### config.mk
export PLATFORM = sky130hd
export DESIGN_NAME = sda_arbiter
export DESIGN_NICKNAME = d
export VERILOG_FILES = /design/src/rtl/sda_arbiter.v
export VERILOG_INCLUDE_DIRS = /design/src /design/src/rtl
export SDC_FILE = /design/constraint.sdc
export NUM_CORES = 1
export LEC_CHECK = 0
export ABC_AREA = 1
export BUFFER_PORTS_ARGS = -buffer_cell sky130_fd_sc_hd__buf_2
export CAP_MARGIN = 5
export CORE_ASPECT_RATIO = 0.8
export CORE_MARGIN = 1.5
export CORE_UTILIZATION = 58
export DETAILED_ROUTE_END_ITERATION = 6
export PLACE_DENSITY = 0.78
export SLEW_MARGIN = 20
export SYNTH_ARGS = -nofsm -noshare
export SYNTH_HDL_FRONTEND = slang
export SYNTH_SLANG_ARGS = --single-unit
### constraint.sdc
create_clock -name clk_sys -period 3.1 [get_ports clk_sys]
set_input_delay 0.155 -clock clk_sys [delete_from_list [all_inputs] [get_ports clk_sys]]
set_output_delay 0.155 -clock clk_sys [all_outputs]
set_load 0.01 [all_outputs]
### src/rtl/sda_map.vh
/*
 * constants of the serial distribution arbiter: clock rate, hold
 * times, register offsets, field positions and reset values.
 * assumes a 250 MHz system clock; times in milliseconds, with their
 * cycle counts sized to the counters that hold them.
 */
`ifndef SDA_MAP_VH
`define SDA_MAP_VH

// ==========================================================
// timing
`define SDA_CLK_KHZ     250000
`define SDA_REL_MS      4
`define SDA_IDLE_MS     10
`define SDA_STREAM_MS   3000
`define SDA_LOCK_MS     400
// the same hold times in system clock cycles
`define SDA_REL_CYC     20'd1000000
`define SDA_IDLE_CYC    22'd2500000
`define SDA_STREAM_CYC  30'd750000000
`define SDA_LOCK_CYC    27'd100000000

// ==========================================================
// register offsets (byte addresses)
`define SDA_OFS_CFG     8'h00
`define SDA_OFS_STAT    8'h04
`define SDA_OFS_ACLR    8'h08

// ==========================================================
// configuration fields, four bits each, one per channel, plus the single host DTE bit
`define SDA_CFG_DTE     0
`define SDA_CFG_STD     4
`define SDA_CFG_STRM    8
`define SDA_CFG_DD      12
`define SDA_CFG_DIS     16
`define SDA_CFG_HDTE    20
`define SDA_CFG_MASK    32'h001fffff
`define SDA_CFG_RST     32'h00000000

// ==========================================================
// status fields
`define SDA_ST_LOCK     0
`define SDA_ST_GNT      4
`define SDA_ST_GIDX     5
`define SDA_ST_ALARM    8
`define SDA_ST_ACT      12

// ==========================================================
// synchroniser reset: data lines idle at mark, handshakes off
`define SDA_SYNC_RST    22'h2cff00

`endif

### src/rtl/sda_arbiter.v
/*
 * serial distribution arbiter: one host channel broadcast to four
 * tributaries, one tributary at a time granted toward the host,
 * antistreaming timeout, lockout and alarm, wishbone registers.
 * assumes: line pins asynchronous to clk_sys, wishbone on clk_sys, handshake levels are
 * active high here, data lines idle high; line drivers outside.
 */
// Register access over Wishbone and the register offsets were chosen for this implementation.
// Behaviour
// - four user channels plus cascade in and out, each DCE or DTE
// - host data broadcast to all tributaries with proper handshakes; disabled tributaries get neither here
// - only one tributary at a time may send to the host
// - data detection channels request by a start bit
// - data detection CTS on while idle, off when unavailable
// - antistreaming can be disabled per channel
// - DCE host RTS gives host CTS and tributary RTS or DCD
// - DCE host Tx goes to DCE trib Rx and DTE trib Tx
// - DCE host drops RTS, bridge drops CTS, RTS and DCD
// - DTE host DCD drives tributary lines, released on drop
// - DCE trib RTS granted with CTS when free and eligible
// - any grant turns CTS off on all data detection tributaries
// - DTE trib requests by DCD, release 4 ms after drop
// - granted trib data goes to host Rx or Tx pin
// - DCE trib drops RTS, release after 4 ms
// - start bit on eligible free channel gets the grant
// - data detection grant ends after 10 ms line idle
// - 3 s active with antistreaming: cut off and raise alarm
// - 400 ms lockout after timeout, counted once channel quiet
// - activity during lockout reloads the full 400 ms
// - per channel settings in, activity, disabled, alarm out
`timescale 1ns/10ps
`include "sda_map.vh"

module sda_arbiter #(
    parameter [19:0] REL_CYC    = `SDA_REL_CYC,
    parameter [21:0] IDLE_CYC   = `SDA_IDLE_CYC,
    parameter [29:0] STREAM_CYC = `SDA_STREAM_CYC,
    parameter [26:0] LOCK_CYC   = `SDA_LOCK_CYC
) (
    // clock and reset
    input  wire        clk_sys,
    input  wire        arst_n,
    // wishbone slave
    input  wire        wb_cyc_i,
    input  wire        wb_stb_i,
    input  wire        wb_we_i,
    input  wire [7:0]  wb_adr_i,
    input  wire [3:0]  wb_sel_i,
    input  wire [31:0] wb_dat_i,
    output reg  [31:0] wb_dat_o,
    output reg         wb_ack_o,
    // host channel
    input  wire        hostRtsIn,
    input  wire        hostDcdIn,
    input  wire        hostTxIn,
    input  wire        hostRxIn,
    output reg         hostCtsOut,
    output reg         hostRtsOut,
    output reg         hostDcdOut,
    output reg         hostRxOut,
    output reg         hostTxOut,
    // tributary channels
    input  wire [3:0]  tribRtsIn,
    input  wire [3:0]  tribDcdIn,
    input  wire [3:0]  tribTxIn,
    input  wire [3:0]  tribRxIn,
    output reg  [3:0]  tribCtsOut,
    output reg  [3:0]  tribRtsOut,
    output reg  [3:0]  tribDcdOut,
    output reg  [3:0]  tribRxOut,
    output reg  [3:0]  tribTxOut,
    // cascade channels
    input  wire        casInReq,
    input  wire        casInData,
    output reg         casOutReq,
    output reg         casOutData,
    // panel
    output reg  [3:0]  lineStd232,
    output reg  [3:0]  ledActive,
    output reg  [3:0]  ledDisabled,
    output reg         ledAlarm,
    output reg         alarmRelay
);

// ==========================================================
// states
localparam [1:0] ST_IDLE  = 2'd0;
localparam [1:0] ST_GRANT = 2'd1;
localparam [1:0] ST_HOLD  = 2'd2;

// ==========================================================
// input synchronisers
wire [21:0] syncIn = {casInData, casInReq, hostRxIn, hostTxIn,
                      hostDcdIn, hostRtsIn, tribRxIn, tribTxIn,
                      tribDcdIn, tribRtsIn};
reg  [21:0] sync1_reg;
reg  [21:0] sync2_reg;

always @(posedge clk_sys or negedge arst_n) begin
    if (!arst_n) begin
        sync1_reg <= `SDA_SYNC_RST;
        sync2_reg <= `SDA_SYNC_RST;
    end else begin
        sync1_reg <= syncIn;
        sync2_reg <= sync1_reg;
    end
end

wire [3:0] sRts   = sync2_reg[3:0];
wire [3:0] sDcd   = sync2_reg[7:4];
wire [3:0] sTx    = sync2_reg[11:8];
wire [3:0] sRx    = sync2_reg[15:12];
wire       sHRts  = sync2_reg[16];
wire       sHDcd  = sync2_reg[17];
wire       sHTx   = sync2_reg[18];
wire       sHRx   = sync2_reg[19];
wire       sCReq  = sync2_reg[20];
wire       sCData = sync2_reg[21];

// ==========================================================
// configuration
reg  [31:0] cfg_reg;
reg         alarm_reg;
reg  [3:0]  lockOn_reg;

wire [3:0] cfgDte  = cfg_reg[`SDA_CFG_DTE +: 4];
wire [3:0] cfgStd  = cfg_reg[`SDA_CFG_STD +: 4];
wire [3:0] cfgStrm = cfg_reg[`SDA_CFG_STRM +: 4];
wire [3:0] cfgDd   = cfg_reg[`SDA_CFG_DD +: 4];
wire [3:0] cfgDis  = cfg_reg[`SDA_CFG_DIS +: 4];
wire       hostDte = cfg_reg[`SDA_CFG_HDTE];
wire [3:0] cfgEn   = ~cfgDis;

// ==========================================================
// per-source view; index 4 is the cascade input, which is a
// handshake source that is never disabled, locked or timed
wire [4:0] srcData = {sCData, (cfgDte & sRx) | (~cfgDte & sTx)};
wire [4:0] srcHs   = {sCReq, (cfgDte & sDcd) | (~cfgDte & sRts)};
wire [4:0] srcDd   = {1'b0, cfgDd};
wire [4:0] srcReq  = (srcDd & ~srcData) | (~srcDd & srcHs);
wire [4:0] srcOk   = {1'b1, cfgEn & ~lockOn_reg};
wire [4:0] contend = srcReq & srcOk;
wire [3:0] lineAct = ~sTx | ~sRx | sRts | sDcd;

reg  [2:0] pick;
integer    k;
always @* begin
    pick = 3'd0;
    for (k = 4; k >= 0; k = k - 1) begin
        if (contend[k]) begin
            pick = k[2:0];
        end
    end
end

// ==========================================================
// grant state machine
reg  [1:0]  state_reg;
reg  [1:0]  state_next;
reg  [2:0]  gIdx_reg;
reg  [21:0] relCnt_reg;
reg  [21:0] relCnt_next;
reg  [29:0] strmCnt_reg;
reg  [29:0] strmCnt_next;
reg         timeout;

wire granted = (state_reg != ST_IDLE);
wire gDd     = srcDd[gIdx_reg];
wire gHs     = srcHs[gIdx_reg];
wire gLow    = ~srcData[gIdx_reg];
wire gStrm   = (gIdx_reg < 3'd4) & cfgStrm[gIdx_reg[1:0]];
wire gDis    = (gIdx_reg < 3'd4) & cfgDis[gIdx_reg[1:0]];

always @* begin
    state_next   = state_reg;
    relCnt_next  = relCnt_reg + 22'd1;
    strmCnt_next = strmCnt_reg + 30'd1;
    timeout      = 1'b0;
    case (state_reg)
        ST_IDLE: begin
            relCnt_next  = 22'd0;
            strmCnt_next = 30'd0;
            if (|contend) begin
                state_next = ST_GRANT;
            end
        end
        ST_GRANT: begin
            if (gDd) begin
                // any space bit restarts the idle window
                if (gLow) begin
                    relCnt_next = 22'd0;
                end else if (relCnt_reg == IDLE_CYC - 22'd1) begin
                    state_next = ST_IDLE;
                end
            end else begin
                relCnt_next = 22'd0;
                if (!gHs) begin
                    state_next = ST_HOLD;
                end
            end
        end
        ST_HOLD: begin
            // request back inside the hold keeps the same grant
            if (gHs) begin
                state_next  = ST_GRANT;
                relCnt_next = 22'd0;
            end else if (relCnt_reg == {2'b00, REL_CYC} - 22'd1) begin
                state_next = ST_IDLE;
            end
        end
        default: begin
            state_next = ST_IDLE;
        end
    endcase
    if (granted && gStrm && strmCnt_reg == STREAM_CYC - 30'd1) begin
        timeout    = 1'b1;
        state_next = ST_IDLE;
    end
    if (granted && gDis) begin
        state_next = ST_IDLE;
    end
end

always @(posedge clk_sys or negedge arst_n) begin
    if (!arst_n) begin
        state_reg   <= ST_IDLE;
        gIdx_reg    <= 3'd0;
        relCnt_reg  <= 22'd0;
        strmCnt_reg <= 30'd0;
    end else begin
        state_reg   <= state_next;
        relCnt_reg  <= relCnt_next;
        strmCnt_reg <= strmCnt_next;
        if (state_reg == ST_IDLE) begin
            gIdx_reg <= pick;
        end
    end
end

// ==========================================================
// lockout timers; the count only runs down while the channel
// is quiet, so a streaming device stays locked indefinitely
reg [26:0] lockCnt_reg [0:3];
integer    i;

always @(posedge clk_sys or negedge arst_n) begin
    if (!arst_n) begin
        lockOn_reg <= 4'h0;
        for (i = 0; i < 4; i = i + 1) begin
            lockCnt_reg[i] <= 27'd0;
        end
    end else begin
        for (i = 0; i < 4; i = i + 1) begin
            if (timeout && gIdx_reg == i[2:0]) begin
                lockOn_reg[i]  <= 1'b1;
                lockCnt_reg[i] <= LOCK_CYC;
            end else if (lockOn_reg[i]) begin
                if (cfgDd[i] ? (~sTx[i] | ~sRx[i]) : lineAct[i]) begin
                    lockCnt_reg[i] <= LOCK_CYC;
                end else if (lockCnt_reg[i] <= 27'd1) begin
                    lockOn_reg[i]  <= 1'b0;
                    lockCnt_reg[i] <= 27'd0;
                end else begin
                    lockCnt_reg[i] <= lockCnt_reg[i] - 27'd1;
                end
            end
        end
    end
end

// ==========================================================
// wishbone slave: one wait state, unmapped reads return zero
wire        wbReq  = wb_cyc_i & wb_stb_i & ~wb_ack_o;
// writes land at the edge where the master samples ack high
wire        wbWr   = wb_cyc_i & wb_stb_i & wb_ack_o & wb_we_i;
wire        alarmClr = wbWr & (wb_adr_i == `SDA_OFS_ACLR)
                     & wb_sel_i[0] & wb_dat_i[0];
reg  [31:0] cfgWr;
reg  [31:0] rdData;
integer     b;

always @* begin
    cfgWr = cfg_reg;
    for (b = 0; b < 4; b = b + 1) begin
        if (wb_sel_i[b]) begin
            cfgWr[b*8 +: 8] = wb_dat_i[b*8 +: 8];
        end
    end
    cfgWr = cfgWr & `SDA_CFG_MASK;
end

always @* begin
    rdData = 32'h0;
    case (wb_adr_i)
        `SDA_OFS_CFG: begin
            rdData = cfg_reg;
        end
        `SDA_OFS_STAT: begin
            rdData[`SDA_ST_LOCK +: 4] = lockOn_reg;
            rdData[`SDA_ST_GNT]       = granted;
            rdData[`SDA_ST_GIDX +: 3] = gIdx_reg;
            rdData[`SDA_ST_ALARM]     = alarm_reg;
            rdData[`SDA_ST_ACT +: 4]  = lineAct;
        end
        default: begin
            rdData = 32'h0;
        end
    endcase
end

always @(posedge clk_sys or negedge arst_n) begin
    if (!arst_n) begin
        cfg_reg   <= `SDA_CFG_RST;
        alarm_reg <= 1'b0;
        wb_ack_o  <= 1'b0;
        wb_dat_o  <= 32'h0;
    end else begin
        wb_ack_o <= wbReq;
        wb_dat_o <= (wbReq & ~wb_we_i) ? rdData : 32'h0;
        if (wbWr && wb_adr_i == `SDA_OFS_CFG) begin
            cfg_reg <= cfgWr;
        end
        // a timeout in the clearing cycle keeps the alarm set
        alarm_reg <= timeout | (alarm_reg & ~alarmClr);
    end
end

// ==========================================================
// line outputs, all registered
wire       hostSend = hostDte ? sHDcd : sHRts;
wire       bData    = hostDte ? sHRx : sHTx;
wire [3:0] bLow     = {4{~bData}} & cfgEn;
wire [3:0] gOh      = granted ? (4'h1 << gIdx_reg[1:0]) & {4{~gIdx_reg[2]}}
                              : 4'h0;
wire       gData    = granted ? srcData[gIdx_reg] : 1'b1;

always @(posedge clk_sys or negedge arst_n) begin
    if (!arst_n) begin
        hostCtsOut  <= 1'b0;
        hostRtsOut  <= 1'b0;
        hostDcdOut  <= 1'b0;
        hostRxOut   <= 1'b1;
        hostTxOut   <= 1'b1;
        tribCtsOut  <= 4'h0;
        tribRtsOut  <= 4'h0;
        tribDcdOut  <= 4'h0;
        tribRxOut   <= 4'hf;
        tribTxOut   <= 4'hf;
        casOutReq   <= 1'b0;
        casOutData  <= 1'b1;
        lineStd232  <= 4'h0;
        ledActive   <= 4'h0;
        ledDisabled <= 4'h0;
        ledAlarm    <= 1'b0;
        alarmRelay  <= 1'b0;
    end else begin
        hostCtsOut <= ~hostDte & sHRts;
        hostDcdOut <= ~hostDte & granted;
        hostRtsOut <= hostDte & granted;
        hostRxOut  <= hostDte | gData;
        hostTxOut  <= ~hostDte | gData;
        tribRtsOut <= cfgEn & cfgDte & {4{hostSend}};
        tribDcdOut <= cfgEn & ~cfgDte & {4{hostSend}};
        tribRxOut  <= ~(bLow & ~cfgDte);
        tribTxOut  <= ~(bLow & cfgDte);
        // dte handshake channels never get CTS; a locked channel
        // loses its grant, so its CTS falls as well
        tribCtsOut <= (gOh & ~cfgDd & ~cfgDte)
                    | (cfgDd & cfgEn & ~lockOn_reg
                       & {4{~granted}});
        casOutReq  <= hostSend;
        casOutData <= bData;
        lineStd232  <= cfgStd;
        ledActive   <= lineAct;
        ledDisabled <= cfgDis;
        ledAlarm    <= alarm_reg;
        alarmRelay  <= alarm_reg;
    end
end

endmodule

======== Word-level counts from Yosys, hierarchy flattened ========
Index checks and enable logic that the tools add are counted.
storage, ports and cells
  register bits ........................... 308
  word-level logic and storage cells ...... 233
  output and inout bits ................... 74
  bits of input ports ..................... 71
operators by class
  bitwise gates (word level) .............. 74
  mux-type cells .......................... 76
  shifts and indexed selects .............. 1
  equal/unequal tests ..................... 15
  $lt $le $gt $ge ......................... 7
  reduce and logical (&&, ||, !) cells .... 21
  add/subtract/negate cells ............... 6
operators with widths
  cell                   count
  $mux 27                16
  $le 27x1->1 const B    4
  $sub 27x1->27 const B  4
  $and 4x4->4            18
  $mux 22                3
  $pmux 22 s3            1
  $mux 32                1
  $not 4->4              8
  $add 30x1->30 const B  1
  $eq 30x30->1 const B   1
  $mux 30                1
  $mux 1                 29
  $or 4x4->4             6
  $add 22x1->22 const B  1
  $eq 22x20->1 const B   1
  $eq 22x22->1 const B   1
  $ne 5x5->1 const B     4
  $mux 2                 9
  $mux 3                 6
  $pmux 9 s2             1
  $not 1->1              15
  $and 1x1->1            14
  $and 5x5->5            2
  $reduce_bool 2->1      5
  29 further kinds       48

======== Logic depth before layout (Yosys ltp) ========
  depth after elaboration ................. 12
  mapped depth ............................ 15
  depth with buffers taken out ............ 14

======== Worst setup path after synthesis ========
No wires, ideal clock.
  kind .................................... register to register
  from .................................... reg strmCnt_reg[0]
  to ...................................... reg lockCnt_reg[11] (netlist bit)
  path buffers ............................ 1
  cell stages (with the launch flop) ...... 12
  clock period less this slack ............ 1798 ps
  library setup time ...................... 121 ps
  data arrival time ....................... 1676 ps
  path slack .............................. 1302 ps
  required time ........................... 2979 ps
  cells stage by stage .................... dfrtp_1 ha_1 nand3_2 nor3_4 nand3_2 nor2_8 nand2_4 nand2_8 buf_4 nand2_1 inv_1 nor2_1
on the way
  longest elaborated chain between the ends .. 5
  elaborated cells between the ends (all ways) .. 6
  those cells by class .................... 1 x eq/ne; 2 x mux; 3 x reduce/logical
ends and longest elaborated chain
  item                                          RTL line           source
  start: declaration                            sda_arbiter.v:163  reg [29:0] strmCnt_reg;
  start signal: assignment                      sda_arbiter.v:233  strmCnt_reg <= strmCnt_next;
  $eq 30x30->1 *                                sda_arbiter.v:215  if (granted && gStrm && strmCnt_reg == STREAM_CYC - 30'd1) begin
  $logic_and 1x1->1 *                           sda_arbiter.v:215
  $mux 1 *                                      sda_arbiter.v:215
  $logic_and 1x1->1 *                           sda_arbiter.v:254  if (timeout && gIdx_reg == i[2:0]) begin
  $mux 27 or $reduce_bool 2->1 (tied branches)  -
  end signal: indexed assignment                sda_arbiter.v:264  lockCnt_reg[i] <= lockCnt_reg[i] - 27'd1;
  end: declaration                              sda_arbiter.v:243  reg [26:0] lockCnt_reg [0:3];
Mark *: on every way between the ends. The rest lies on a longest branch, timed or not.
A chain may end at the register's enable or synchronous reset.

======== Final worst setup path ========
  from .................................... in wb_stb_i
  to ...................................... reg wb_dat_o[13]
on the way
  longest elaborated chain between the ends .. 4
ends and longest elaborated chain
  item                       RTL line           source
  start: declaration         sda_arbiter.v:45   input wire wb_stb_i,
  $and 1x1->1 (2 in series)  sda_arbiter.v:273  wire wbReq = wb_cyc_i & wb_stb_i & ~wb_ack_o;
  named net wbReq            sda_arbiter.v:273
  $and 1x1->1                sda_arbiter.v:319  wb_dat_o <= (wbReq & ~wb_we_i) ? rdData : 32'h0;
  $mux 32                    sda_arbiter.v:319
  end signal: assignment     sda_arbiter.v:319
  end: declaration           sda_arbiter.v:50   output reg [31:0] wb_dat_o,
The timed path passes the listed nets, and every way through them passes these cells.

==> impl_metrics.ini <==
[yosys]
synthXorXnorAreaFrac = 0.0568
netlist_area_um2 = 15400
synth_top_family_by_area = simple AND/OR/NAND/NOR gates
synth-simple-area-share = 0.329
synth_fa_ha_area_frac = 0.00811
synth_top_cell_by_area = dfrtp_1
yosysTopAreaCellShare = 0.428
synth_warnings = 0
ys_ff_latch = 297
syn_area_per_cell_um2 = 7.86
synth_compound_area_frac = 0.0422
netlist_instances = 1963
yosys-top-cells-area = dfrtp_1 (43%), nand2_1 (14%), nor2_1 (7.9%)
yosys.cell_types.count = 51
synthMuxAreaShare = 0.0153
yosysSeqAreaShare = 0.484

[worst_setup_path]
crit_chain = dlygate4sd3_1 > buf_2 > nand2_1 > dlygate4sd3_1 > nor2_1 > nand2_1 > a21oi_1
path_buf_inv = 3
cp_top_family = buffers and inverters
cp.required_ns = 3.50
cp_max_fo = 21
slowest_stage = a21oi_1
critPathMaxStageDelay_ns = 0.62
worstSetupEndpointType = register
worst_ep_arrival_time_ns = 2.78
worstSetupPathType = in -> reg
start_kind = input pin

[pwr]
ir_worst_vdd_mv = 0.427
power.density_nw_per_um2 = 498
power_w = 0.00888
p_int_w = 0.00652
sw_frac_of_total = 0.266
clkPwrFrac = 0.427
combPwrFrac = 0.108
pwr-share-seq = 0.465
p_sw_w = 0.00236
leakage_nw = 9.56

[timing]
finalSetupViolCount = 0
rsz0062_at_grt = false
fin_crit_ns = 2.38
hold_viol_final = 0
fin_crit_sh = 0.769
tightest_slew_ns = 0.970
clock.fmax_mhz = 420
setup-tns-final_ns = 0
clock_skew_ns = 0.0135
slew_headroom = 0.352
slew_violations = 0

[detailed_routing]
drt_wl_total_um = 39900
drc = 0
ant_nets = 0
dr.pass1.iters = 7
avgViaCountPerCell = 5.43
dr.first_iter.drc_count = 1171
wire_per_inst_um = 15.9
vias = 13700

[cells_and_area]
largest_reg_flops = 108
fillCellCount = 2199
fin_nets = 2216
layout_commonest_cell = nand2_1
finalInstanceArea_um2 = 17800
final_cell_mix = nand2_1 (568), nor2_1 (326), dfrtp_1 (264)
layout-drive-gt1-share = 0.130
syn_to_final_growth_pct = 15.7

[status]
status = complete, no violations

[worst_hold_path]
hold_class = in -> async

[global_route]
grt_pass1_wl_um = 64300
grt_pass1_vias = 12600
grtUsageTotal = 0.294
antenna_found_initial = 1
grt_max_degree = 119
overflow = 0

[floorplanning]
num_rows = 53
io_pins = 145
start_util = 0.589
core_area_um2 = 26200
die_w_um = 185
die_y_um = 149
die-area_um2 = 27600

[placement]
port_buffers = 121
hpwl_um = 27900
gp_congestion = 0.966
place_area_um2 = 16300

[clock_tree]
post_cts_buffers = 0
h-tree-depth = 1
cts_tree = done
root_buffer = clkbuf_16
clk_latency_ns = 0.56
path_clk_slew_ns = 0.06
cts_buffer_depth = 3
ctsResizeCount = 0
cts_made_buffers = 30
cts_hold_buf = 49
cts.sinks = 297

[run]
drv_cap = 0
## synth_stat cells (all sizes together)
master	n
nand2	583
nor2	329
dfrtp	264
inv	174
nand3	135
xor2	88
nor3	81
o21ai	50
a21oi	39
nand4	35
buf	34
dfstp	33
mux2	21
clkbuf	13
xnor2	12
ha	10
nor4	8
or2	8
nand3b	7
nor3b	6
o22ai	6
a31oi	4
o211ai	4
clkinv	3
o21a	3
a211oi	2
and2	2
and3	2
o41ai	2
a21boi	1
a221oi	1
conb	1
o21bai	1
or3	1
## through the flow
stage / hold slack, ns / std cells / setup slack [ns] / utilization
after CTS: 0.158 / 2516 / 0.736 / 0.681
after floorplan: -0.141 / 1973 / 1.30 / -
after global routing: 0.192 / 2517 / 0.582 / 0.681
final: 0.132 / 2517 / 0.716 / 0.681
after detailed placement: 0.147 / 2411 / 0.767 / 0.622
after global placement: 0.149 / 2411 / 0.854 / 0.622
## cell families (layout without fill, tap and decap cells)
| family | Yosys count | after routing |
|---|---|---|
| mux | 21 | 21 |
| compound gates | 113 | 113 |
| buf+inv | 224 | 410 |
| other cells | 1 | 12 |
| flops | 297 | 297 |
| fa+ha+maj | 10 | 10 |
| xor+xnor | 100 | 100 |
| simple gates | 1197 | 1197 |
## path summary, 6_finish.rpt
kind / startpoint / endpoint / depth (start not counted) / slack [ns]
max: wb_stb_i / wb_dat_o[13] / 7 / 0.72
min reg2reg: sync1_reg[7] / sync2_reg[7] / 0 / 0.34
min in group clk_sys: wb_adr_i[2] / wb_dat_o[0] / 6 / 0.20
max in group asynchronous: arst_n / cfg_reg[14] / 3 / 1.90
max reg2reg: gIdx_reg[0] / lockCnt_reg[96] / 12 / 0.76
min: arst_n / lockCnt_reg[23] / 2 / 0.13
## power groups by stage
stage / Sequential [W] / Combinational (W) / Clock, W
after floorplan: 0.00417 / 0.000571 / 0
after global placement: 0.00419 / 0.000886 / 0
after detailed placement: 0.00420 / 0.000901 / 0
after CTS: 0.00413 / 0.000955 / 0.00384
after global routing: 0.00415 / 0.00108 / 0.00399
final: 0.00413 / 0.000960 / 0.00379
## metal layers
layer  global-route usage  wire length (um)
met2                0.436             17300
met5                    0                 0
met4               0.0915              1150
met1                0.437             18400
met3               0.0542              3110
## final cells by class
class | instances | area [um2] | share of cell area
sequential | 297 | 7470 | 0.419
multi-input combinational | 1452 | 7010 | 0.393
timing repair buffer | 177 | 1180 | 0.0663
clock buffer | 38 | 852 | 0.0478
inverter | 177 | 678 | 0.0380
tap | 357 | 447 | 0.0250
clock inverter | 18 | 194 | 0.0109
antenna | 1 | 2.50 | 0.000140
Note: power is estimated with default switching activity, not from simulation.
